## config.mk

```make
export PLATFORM = sky130hd
export DESIGN_NAME = switch_input_config_regs
export DESIGN_NICKNAME = d
export VERILOG_FILES = /design/src/design/switch_cfg_pkg.sv /design/src/design/bit_sync.sv /design/src/design/switch_input_config_regs.sv /design/src/design/wetting_timer.sv
export SDC_FILE = /design/constraint.sdc
export NUM_CORES = 1
export LEC_CHECK = 0
export BUFFER_PORTS_ARGS = -buffer_cell sky130_fd_sc_hd__buf_2
export CAP_MARGIN = 15
export CORE_MARGIN = 2
export CORE_UTILIZATION = 54
export DETAILED_ROUTE_END_ITERATION = 7
export PLACE_DENSITY = 0.75
export SETUP_SLACK_MARGIN = 0.05
export SYNTH_ARGS = -nofsm -noshare
export SYNTH_HDL_FRONTEND = slang
export SYNTH_SLANG_ARGS = --single-unit
```

## constraint.sdc

```tcl
create_clock -name core_clk -period 2.2 [get_ports core_clk]
set_clock_uncertainty 0.2 [all_clocks]
set_input_delay 0.22 -clock core_clk [delete_from_list [all_inputs] [get_ports core_clk]]
set_output_delay 0.22 -clock core_clk [all_outputs]
set_load 0.02 [all_outputs]
```

## src/design/switch_cfg_pkg.sv

```systemverilog
// constants shared by the switch input configuration block
// assumes a 20 MHz core clock and a 24-bit command frame from the host
package switch_cfg_pkg;

	// ----------------------------------------------------------------
	// input counts and frame layout
	// ----------------------------------------------------------------
	localparam int PROG_INPUTS = 8;
	localparam int GROUND_INPUTS = 14;
	localparam int ALL_INPUTS = 22;
	localparam logic [4:0] FRAME_BITS = 5'h18;
	localparam int CMD_MSB = 23;
	localparam int CMD_LSB = 16;
	localparam int PROG_DATA_MSB = 7;
	localparam int GND_DATA_MSB = 13;
	localparam int GND_FIELD_LSB = 8;

	// ----------------------------------------------------------------
	// command codes
	// ----------------------------------------------------------------
	localparam logic [7:0] CMD_WAKE_PROG = 8'h02;
	localparam logic [7:0] CMD_WAKE_GND = 8'h03;
	localparam logic [7:0] CMD_LEVEL_PROG = 8'h04;
	localparam logic [7:0] CMD_LEVEL_GND = 8'h05;
	localparam logic [7:0] CMD_TIMER_PROG = 8'h07;
	localparam logic [7:0] CMD_TIMER_GND = 8'h08;
	localparam logic [7:0] CMD_HIZ_PROG = 8'h09;
	localparam logic [7:0] CMD_HIZ_GND = 8'h0a;
	localparam logic [7:0] CMD_RESET = 8'h7f;

	// ----------------------------------------------------------------
	// reset values
	// ----------------------------------------------------------------
	localparam logic [21:0] WAKE_RESET = 22'h3fffff;
	localparam logic [21:0] LEVEL_RESET = 22'h3fffff;
	localparam logic [21:0] TIMER_RESET = 22'h3fffff;
	localparam logic [21:0] HIZ_RESET = 22'h3fffff;
	localparam logic [2:0] SPI_SYNC_RESET = 3'h2;

	// ----------------------------------------------------------------
	// timing
	// ----------------------------------------------------------------
	localparam int CORE_CLK_HZ = 20000000;
	localparam int TICK_TIME_US = 1000;
	localparam int WET_TIME_MS = 20;
	localparam int TICK_CYCLES = (CORE_CLK_HZ / 1000000) * TICK_TIME_US;
	localparam int WET_TICKS = (WET_TIME_MS * 1000) / TICK_TIME_US;
	localparam int ARM_CYCLES = 3;

	// ----------------------------------------------------------------
	// types
	// ----------------------------------------------------------------
	typedef enum logic [1:0] {
		FRAME_IDLE = 2'b01,
		FRAME_SHIFT = 2'b10
	} frame_state_t;

endpackage

```

## src/design/bit_sync.sv

```systemverilog
// two-stage synchroniser for a bundle of independent level inputs
// assumes each bit is a slow level; bits are not kept coherent with each other
`timescale 1ns/10ps
`default_nettype none

module bit_sync #(
	parameter int WIDTH = 1,
	parameter logic [WIDTH-1:0] RESET_VAL = '0
) (
	input wire logic clk, // sampling clock
	input wire logic resetn, // async reset, active low
	input wire logic [WIDTH-1:0] d, // asynchronous inputs
	output logic [WIDTH-1:0] q // synchronised outputs
);

	logic [WIDTH-1:0] meta_r;

	always_ff @(posedge clk or negedge resetn)
	begin
		if (!resetn)
		begin
			meta_r <= RESET_VAL;
			q <= RESET_VAL;
		end
		else
		begin
			meta_r <= d;
			q <= meta_r;
		end
	end

endmodule

`default_nettype wire

```

## src/design/switch_input_config_regs.sv

```systemverilog
// per-input configuration registers loaded by 24-bit serial command words
// assumes mode-0 serial host, comparator outputs and sleep flag from outside
//
// How it works
// wake enable decides if an input may wake or pull interrupt low
// enable bit zero: input changes neither interrupt nor wake
// enable bit one: input change raises interrupt and wakes device; intN falls only when awake, wakeRequest only in sleep
// codes 02/03 load wake enables from bits 7..0 or 13..0
// level bit zero selects the low 2.0 mA wetting current
// level bit one selects the high 16 mA wetting current
// codes 04/05 load current level bits, programmable or ground half
// each input has its own 20 ms timer started by threshold crossing
// expired enabled timer drops that input from 16 mA to 2.0 mA
// disabled timer keeps 16 mA flowing with no reduction
// timer enable bit zero disables, one enables that input's timer
// codes 07/08 load timer enable bits, programmable or ground half
// high impedance bit one floats input, overriding current level
// comparator keeps sampling while input is high impedance
// codes 09/0a load high impedance bits, programmable or ground half
// registers accept updates at any time in normal mode
// only complete frames of exactly 24 bits are decoded
// reset: all wake, 16 mA, timers on, all high impedance
// chip select rise releases interrupt unless a switch closed meanwhile
// unknown command codes leave these registers unchanged
// addressed group loads all its bits at once at frame end
`timescale 1ns/10ps
`default_nettype none

module switch_input_config_regs #(
	parameter int TICK_CYCLES = switch_cfg_pkg::TICK_CYCLES,
	parameter int WET_TICKS = switch_cfg_pkg::WET_TICKS
) (
	input wire logic core_clk, // core clock
	input wire logic resetn, // power-on reset, active low
	input wire logic sclkPin, // serial clock from host
	input wire logic csnPin, // chip select, active low
	input wire logic mosiPin, // serial data from host
	input wire logic [21:0] switchClosed, // comparator says contact closed
	input wire logic sleepMode, // device is in sleep mode
	output logic intN, // interrupt to host, active low
	output logic wakeRequest, // one-cycle wake pulse while sleeping
	output logic [21:0] wakeEnable, // wake/interrupt enables
	output logic [21:0] sourceHigh, // drive 16 mA wetting current
	output logic [21:0] sourceLow, // drive 2.0 mA sustain current
	output logic [21:0] highZ // input node floated
);

	localparam int N = switch_cfg_pkg::ALL_INPUTS;
	localparam int TICK_W = $clog2(TICK_CYCLES + 1);
	localparam int WET_W = $clog2(WET_TICKS + 1);
	localparam logic [TICK_W-1:0] TICK_LAST = TICK_W'(TICK_CYCLES - 1);
	localparam logic [1:0] ARM_LAST = 2'(switch_cfg_pkg::ARM_CYCLES - 1);

	// ----------------------------------------------------------------
	// input synchronisation
	// ----------------------------------------------------------------
	logic [2:0] spiSync;
	logic [N-1:0] swSync;
	logic sclkS;
	logic csnS;
	logic mosiS;

	bit_sync #(
		.WIDTH(3),
		.RESET_VAL(switch_cfg_pkg::SPI_SYNC_RESET)
	) spiSyncU (
		.clk(core_clk),
		.resetn(resetn),
		.d({sclkPin, csnPin, mosiPin}),
		.q(spiSync)
	);

	// comparators are sampled regardless of the high impedance setting
	bit_sync #(
		.WIDTH(N),
		.RESET_VAL('0)
	) swSyncU (
		.clk(core_clk),
		.resetn(resetn),
		.d(switchClosed),
		.q(swSync)
	);

	assign sclkS = spiSync[2];
	assign csnS = spiSync[1];
	assign mosiS = spiSync[0];

	// ----------------------------------------------------------------
	// serial frame capture
	// ----------------------------------------------------------------
	switch_cfg_pkg::frame_state_t state_r;
	logic sclkPrev_r;
	logic csnPrev_r;
	logic [23:0] shift_r;
	logic [4:0] bitCount_r;
	logic sclkRise;
	logic csnFall;
	logic csnRise;
	logic frameDone;
	logic [7:0] cmdCode;

	assign sclkRise = sclkS & ~sclkPrev_r;
	assign csnFall = csnPrev_r & ~csnS;
	assign csnRise = ~csnPrev_r & csnS;

	always_ff @(posedge core_clk or negedge resetn)
	begin
		if (!resetn)
		begin
			sclkPrev_r <= 1'b0;
			csnPrev_r <= 1'b1;
		end
		else
		begin
			sclkPrev_r <= sclkS;
			csnPrev_r <= csnS;
		end
	end

	always_ff @(posedge core_clk or negedge resetn)
	begin
		if (!resetn)
		begin
			state_r <= switch_cfg_pkg::FRAME_IDLE;
			shift_r <= 24'h000000;
			bitCount_r <= 5'h00;
		end
		else
		begin
			case (state_r)
				switch_cfg_pkg::FRAME_IDLE:
				begin
					if (csnFall)
					begin
						state_r <= switch_cfg_pkg::FRAME_SHIFT;
						bitCount_r <= 5'h00;
					end
				end
				switch_cfg_pkg::FRAME_SHIFT:
				begin
					if (csnRise)
						state_r <= switch_cfg_pkg::FRAME_IDLE;
					else if (sclkRise)
					begin
						shift_r <= {shift_r[22:0], mosiS};
						// saturate so overlong frames never wrap back to 24
						if (bitCount_r != 5'h1f)
							bitCount_r <= bitCount_r + 5'h01;
					end
				end
				default:
					state_r <= switch_cfg_pkg::FRAME_IDLE;
			endcase
		end
	end

	// decode only after chip select closes a full frame, in normal mode
	assign frameDone = (state_r == switch_cfg_pkg::FRAME_SHIFT) && csnRise
		&& (bitCount_r == switch_cfg_pkg::FRAME_BITS) && !sleepMode;
	assign cmdCode = shift_r[switch_cfg_pkg::CMD_MSB:switch_cfg_pkg::CMD_LSB];

	// ----------------------------------------------------------------
	// configuration registers
	// ----------------------------------------------------------------
	logic [N-1:0] wake_r;
	logic [N-1:0] level_r;
	logic [N-1:0] timerEn_r;
	logic [N-1:0] hiz_r;

	// whole half-group replaced at once; foreign codes keep the value
	function automatic logic [21:0] nextGroup(
		input logic [21:0] cur,
		input logic [21:0] resetVal,
		input logic [7:0] code,
		input logic [23:0] frame,
		input logic [7:0] progCode,
		input logic [7:0] gndCode
	);
		logic [21:0] result;
		result = cur;
		if (code == switch_cfg_pkg::CMD_RESET)
			result = resetVal;
		else if (code == progCode)
			result[switch_cfg_pkg::PROG_DATA_MSB:0] = frame[switch_cfg_pkg::PROG_DATA_MSB:0];
		else if (code == gndCode)
			result[21:switch_cfg_pkg::GND_FIELD_LSB] = frame[switch_cfg_pkg::GND_DATA_MSB:0];
		return result;
	endfunction

	always_ff @(posedge core_clk or negedge resetn)
	begin
		if (!resetn)
			wake_r <= switch_cfg_pkg::WAKE_RESET;
		else if (frameDone)
			wake_r <= nextGroup(wake_r, switch_cfg_pkg::WAKE_RESET, cmdCode, shift_r,
				switch_cfg_pkg::CMD_WAKE_PROG, switch_cfg_pkg::CMD_WAKE_GND);
	end

	always_ff @(posedge core_clk or negedge resetn)
	begin
		if (!resetn)
			level_r <= switch_cfg_pkg::LEVEL_RESET;
		else if (frameDone)
			level_r <= nextGroup(level_r, switch_cfg_pkg::LEVEL_RESET, cmdCode, shift_r,
				switch_cfg_pkg::CMD_LEVEL_PROG, switch_cfg_pkg::CMD_LEVEL_GND);
	end

	always_ff @(posedge core_clk or negedge resetn)
	begin
		if (!resetn)
			timerEn_r <= switch_cfg_pkg::TIMER_RESET;
		else if (frameDone)
			timerEn_r <= nextGroup(timerEn_r, switch_cfg_pkg::TIMER_RESET, cmdCode, shift_r,
				switch_cfg_pkg::CMD_TIMER_PROG, switch_cfg_pkg::CMD_TIMER_GND);
	end

	always_ff @(posedge core_clk or negedge resetn)
	begin
		if (!resetn)
			hiz_r <= switch_cfg_pkg::HIZ_RESET;
		else if (frameDone)
			hiz_r <= nextGroup(hiz_r, switch_cfg_pkg::HIZ_RESET, cmdCode, shift_r,
				switch_cfg_pkg::CMD_HIZ_PROG, switch_cfg_pkg::CMD_HIZ_GND);
	end

	// ----------------------------------------------------------------
	// change detection
	// ----------------------------------------------------------------
	logic [N-1:0] swPrev_r;
	logic [1:0] armCount_r;
	logic armed_r;
	logic [N-1:0] change;
	logic enabledChange;
	logic enabledClose;

	// ignore the settling of the synchroniser after reset
	always_ff @(posedge core_clk or negedge resetn)
	begin
		if (!resetn)
		begin
			armCount_r <= 2'h0;
			armed_r <= 1'b0;
		end
		else if (!armed_r)
		begin
			if (armCount_r == ARM_LAST)
				armed_r <= 1'b1;
			else
				armCount_r <= armCount_r + 2'h1;
		end
	end

	always_ff @(posedge core_clk or negedge resetn)
	begin
		if (!resetn)
			swPrev_r <= '0;
		else
			swPrev_r <= swSync;
	end

	assign change = armed_r ? (swSync ^ swPrev_r) : '0;
	assign enabledChange = |(change & wake_r);
	assign enabledClose = |(change & swSync & wake_r);

	// ----------------------------------------------------------------
	// interrupt and wake
	// ----------------------------------------------------------------
	logic closedDuringCs_r;

	always_ff @(posedge core_clk or negedge resetn)
	begin
		if (!resetn)
			closedDuringCs_r <= 1'b0;
		else if (!csnS && enabledClose)
			closedDuringCs_r <= 1'b1;
		else if (csnFall)
			closedDuringCs_r <= 1'b0;
	end

	// a new change wins over a release in the same cycle
	always_ff @(posedge core_clk or negedge resetn)
	begin
		if (!resetn)
			intN <= 1'b1;
		else if (!sleepMode && enabledChange)
			intN <= 1'b0;
		else if (csnRise && !closedDuringCs_r)
			intN <= 1'b1;
	end

	always_ff @(posedge core_clk or negedge resetn)
	begin
		if (!resetn)
			wakeRequest <= 1'b0;
		else
			wakeRequest <= sleepMode && enabledChange;
	end

	// ----------------------------------------------------------------
	// wetting timers
	// ----------------------------------------------------------------
	logic [TICK_W-1:0] tickCount_r;
	logic tick_r;
	logic [N-1:0] expired;

	// one shared divider keeps each timer down to a few bits
	always_ff @(posedge core_clk or negedge resetn)
	begin
		if (!resetn)
		begin
			tickCount_r <= '0;
			tick_r <= 1'b0;
		end
		else if (tickCount_r == TICK_LAST)
		begin
			tickCount_r <= '0;
			tick_r <= 1'b1;
		end
		else
		begin
			tickCount_r <= tickCount_r + 1'b1;
			tick_r <= 1'b0;
		end
	end

	genvar gi;
	generate
		for (gi = 0; gi < N; gi++)
		begin : perInput
			wetting_timer #(
				.TICKS(WET_TICKS),
				.CNT_W(WET_W)
			) timerU (
				.clk(core_clk),
				.resetn(resetn),
				.tick(tick_r),
				.restart(change[gi]),
				.expired(expired[gi])
			);
		end
	endgenerate

	// ----------------------------------------------------------------
	// current source drive
	// ----------------------------------------------------------------
	logic [N-1:0] wantHigh;

	// high current where the level bit is set, unless the enabled timer has run out
	assign wantHigh = level_r & ~(timerEn_r & expired);

	always_ff @(posedge core_clk or negedge resetn)
	begin
		if (!resetn)
		begin
			sourceHigh <= '0;
			sourceLow <= '0;
			highZ <= '1;
			wakeEnable <= switch_cfg_pkg::WAKE_RESET;
		end
		else
		begin
			sourceHigh <= wantHigh & ~hiz_r;
			sourceLow <= ~wantHigh & ~hiz_r;
			highZ <= hiz_r;
			wakeEnable <= wake_r;
		end
	end

endmodule

`default_nettype wire

```

## src/design/wetting_timer.sv

```systemverilog
// per-input wetting interval timer counting shared ticks
// assumes tick is a one-cycle enable from a common divider
`timescale 1ns/10ps
`default_nettype none

module wetting_timer #(
	parameter int TICKS = 20,
	parameter int CNT_W = 5
) (
	input wire logic clk, // core clock
	input wire logic resetn, // async reset, active low
	input wire logic tick, // one-cycle timebase pulse
	input wire logic restart, // threshold crossing, restarts the interval
	output logic expired // interval elapsed since last crossing
);

	localparam logic [CNT_W-1:0] LAST = CNT_W'(TICKS - 1);

	logic [CNT_W-1:0] count_r;

	always_ff @(posedge clk or negedge resetn)
	begin
		if (!resetn)
		begin
			count_r <= '0;
			expired <= 1'b0;
		end
		else if (restart)
		begin
			count_r <= '0;
			expired <= 1'b0;
		end
		else if (tick && !expired)
		begin
			if (count_r == LAST)
				expired <= 1'b1;
			else
				count_r <= count_r + 1'b1;
		end
	end

endmodule

`default_nettype wire

```

==> results.cfg <==
[worst_setup_path]
reg2reg_to = timerEn_r[7]$_DFFE_PN1P_
crit_start = shift_r[18]$_DFFE_PN0P_
startpoint_type = register
crit_arrival_ps = 2330
slowest_stage = nor2_1
cp.depth = 6
critPathTopFamily = simple AND/OR/NAND/NOR gates
r2r_slack_ps = 90
r2r-start = shift_r[18]$_DFFE_PN0P_
reg2reg_depth = 6
cp_max_fo = 28
path_cells = nand3_1, or2_2, nor2_2, buf_12, nor2_1, o21ai_0
crit_path_end_kind = register
crit_path_end = timerEn_r[7]$_DFFE_PN1P_
crit_buf_inv = 1
critPathKind = reg -> reg
cp_data_required_time_ps = 2420
max_stage_delay_ps = 630

[power]
cellLeakagePower_nw = 9.28
p_sw_share_pct = 20.4
power_w = 0.0163
power.density_nw_per_um2 = 806
power_frac_seq_pct = 49.9
irDropWorstVdd_v = 0.000640
intPower_w = 0.0130
p_comb_share_pct = 2.9
clockPowerShare_pct = 47.2
p_switching_w = 0.00333

[global_route]
antenna_found_initial = 0
grt_max_degree = 64
grt_pass1_vias = 11500
track_usage_pct = 22.5
grt_pass1_wl_mm = 58.9
grt_overflow = 0

[synthesis]
synth_top_area_share_pct = 43.8
seq_area_frac_synth_pct = 64.9
synth_top_cell_by_area = dfrtp_1
synth_cell_types = 51
ys_seq_elements = 435
synthesis.area_sq_um = 17000
synth.avg_cell_area_sq_um = 12.0
synth_nets = 1477
synth_async_sr_flop_share_pct = 100
syn_inst = 1422
yosys-top-cells-area = dfrtp_1, dfstp_2, nor2_1
synthFlopType = dfrtp_1
synth_edf_count = 0
yosys_warnings = 0

[sta]
fin_setup_tns_ps = 0
worst_slew_pin_slew_ps = 826
hold_violations = 0
relSlewSlack_pct = 44.7
fin_ws_ps = 87.4
fmax_mhz = 473
post-route-period-util_pct = 96.0
setup_viol_count_final = 0
drv_slew = 0
period_needed_ps = 2110
rsz0062_at_grt = false

[routing]
drc = 0
drt_pass1_iterations = 6
drt_iter0_drc = 742
routed_via_density = 5.43
post_drt_wl_per_cell_microns = 17.6
num_vias = 11100
postRouteAntennaNets = 0
wl_mm = 35.9

[clock_tree]
cts.sinks = 435
clockBufferDepth = 3
root_buffer = clkbuf_16
clock_latency_ps = 530
htreeDepth = 2
clk_pin_slew_ps = 60
cts_buffers = 43
cts_setup_buffers = 0
tritoncts = done

[final_layout]
reg_top3 = perInput.timerU.count_r x110, shift_r x24
diodes = 0
area_growth_pct = 19.1
top_register = perInput.timerU.count_r
fin_cells = 2042
largest_reg_flops = 110
finalInstanceArea_sq_um = 20300
finalNetCount = 1662
drive_gt1_share_pct = 25.4

[die]
fp.dieH_microns = 182
initial_utilization_pct = 54.4
num_rows = 65
die_w_microns = 182
ios = 118
core_area_sq_um = 31300
die-area_sq_um = 33000

[status]
status = complete, no violations

[place]
placedInstanceArea_sq_um = 18500
gp_congestion = 0.836
dp_slack_ps = 2.90
dp_cells = 1937
hpwl_mm = 24.4
port_buffers = 117

[worst_hold_path]
min_path_type = in -> async

[job]
cap_violations = 0
## through the flow
stage | utilization [%] | hold WS, ps
after floorplan | - | -276
after global placement | 59.0 | 44.8
after detailed placement | 59.0 | 46.0
after CTS | 64.7 | 78.5
after global routing | 64.8 | 99.8
final | 64.8 | 53.8
## synth_stat cells, types with 11 or more instances
cell type	number
o21ai_0	40
mux2i_1	22
clkbuf_1	38
and3b_1	16
o22ai_1	11
nor2_1	235
mux2_2	24
a21oi_1	111
xor2_1	96
nand4_1	17
inv_1	22
nand3_1	48
xnor2_1	30
and2_1	28
nor4bb_1	23
dfstp_2	137
and3_1	19
nor3b_1	22
nand2_1	92
dfrtp_1	298
ha_1	27
## cells by family (layout without fill, tap and decap cells)
kind of cell | Yosys count | count (layout) | synth area share (%)
AND/OR/NAND/NOR | 529 | 529 | 15.4
flip-flops | 435 | 435 | 64.9
AO/OA/AOI/OAI | 186 | 186 | 6.36
XOR/XNOR | 126 | 126 | 6.48
buffers and inverters | 73 | 291 | 1.98
multiplexers | 46 | 46 | 2.88
adder cells (fa/ha/maj) | 27 | 27 | 1.98
## layout make-up
class                      count  area, sq um
multi-input combinational    914         5690
sequential                   435        11100
fill                        2238        11000
clock inverter                12          239
tap                          402          503
inverter                      22         82.6
timing repair buffer         191         1460
clock buffer                  66         1260
## power groups by stage
stage	registers (W)	clock network [W]	logic (W)
after CTS	0.00816	0.00785	0.000480
after global routing	0.00816	0.00818	0.000528
after global placement	0.00829	0	0.000437
final	0.00816	0.00772	0.000472
after floorplan	0.00827	0	0.000154
after detailed placement	0.00829	0	0.000441
## metal layers
metal  routed length (microns)  up-vias  GRT usage [%]
met4                      1250        0           8.75
li1                          -     5160              -
met1                     15400     5574           29.9
met5                         0        -              0
met3                      1670       76           3.69
met2                     17600      268           37.4
## worst min path at each step
stage	start	to	slack (ps)
after floorplan	resetn	armCount_r[0]$_DFFE_PN0P_	-280
after global routing	resetn	swSyncU.q[18]$_DFF_PN0_	100
after detailed placement	resetn	perInput[5].timerU.count_r[1]$_DFFE_PN0P_	50
after global placement	resetn	perInput[5].timerU.count_r[0]$_DFFE_PN0P_	40
after CTS	resetn	swSyncU.q[18]$_DFF_PN0_	80
final	resetn	swSyncU.q[18]$_DFF_PN0_	50
## layout by cell type (no fill, tap or decap), types with 30 or more instances in the layout
cell,netlist,final
dfstp_2,137,137
nand3_1,48,48
clkbuf_16,0,43
xnor2_1,30,30
xor2_1,96,96
buf_2,1,116
a21oi_1,111,111
o21ai_0,40,39
dfrtp_1,298,298
nand2_1,92,92
nor2_1,235,232
## worst reg2reg max path, stage by stage, from the launching register on
cell and delay (ps):
dfrtp_1 440, nand3_1 130, or2_2 160, nor2_2 50
buf_12 150, nor2_1 640, o21ai_0 240
## what timing repair did
action                                 in CTS  in global routing
hold buffers                               27                  0
setup endpoints to repair                  39                 48
endpoints found under the hold margin     337                  0
pin swaps                                   0                  0
gates resized for setup                     2                 12
(Power assumes the default switching activity.)
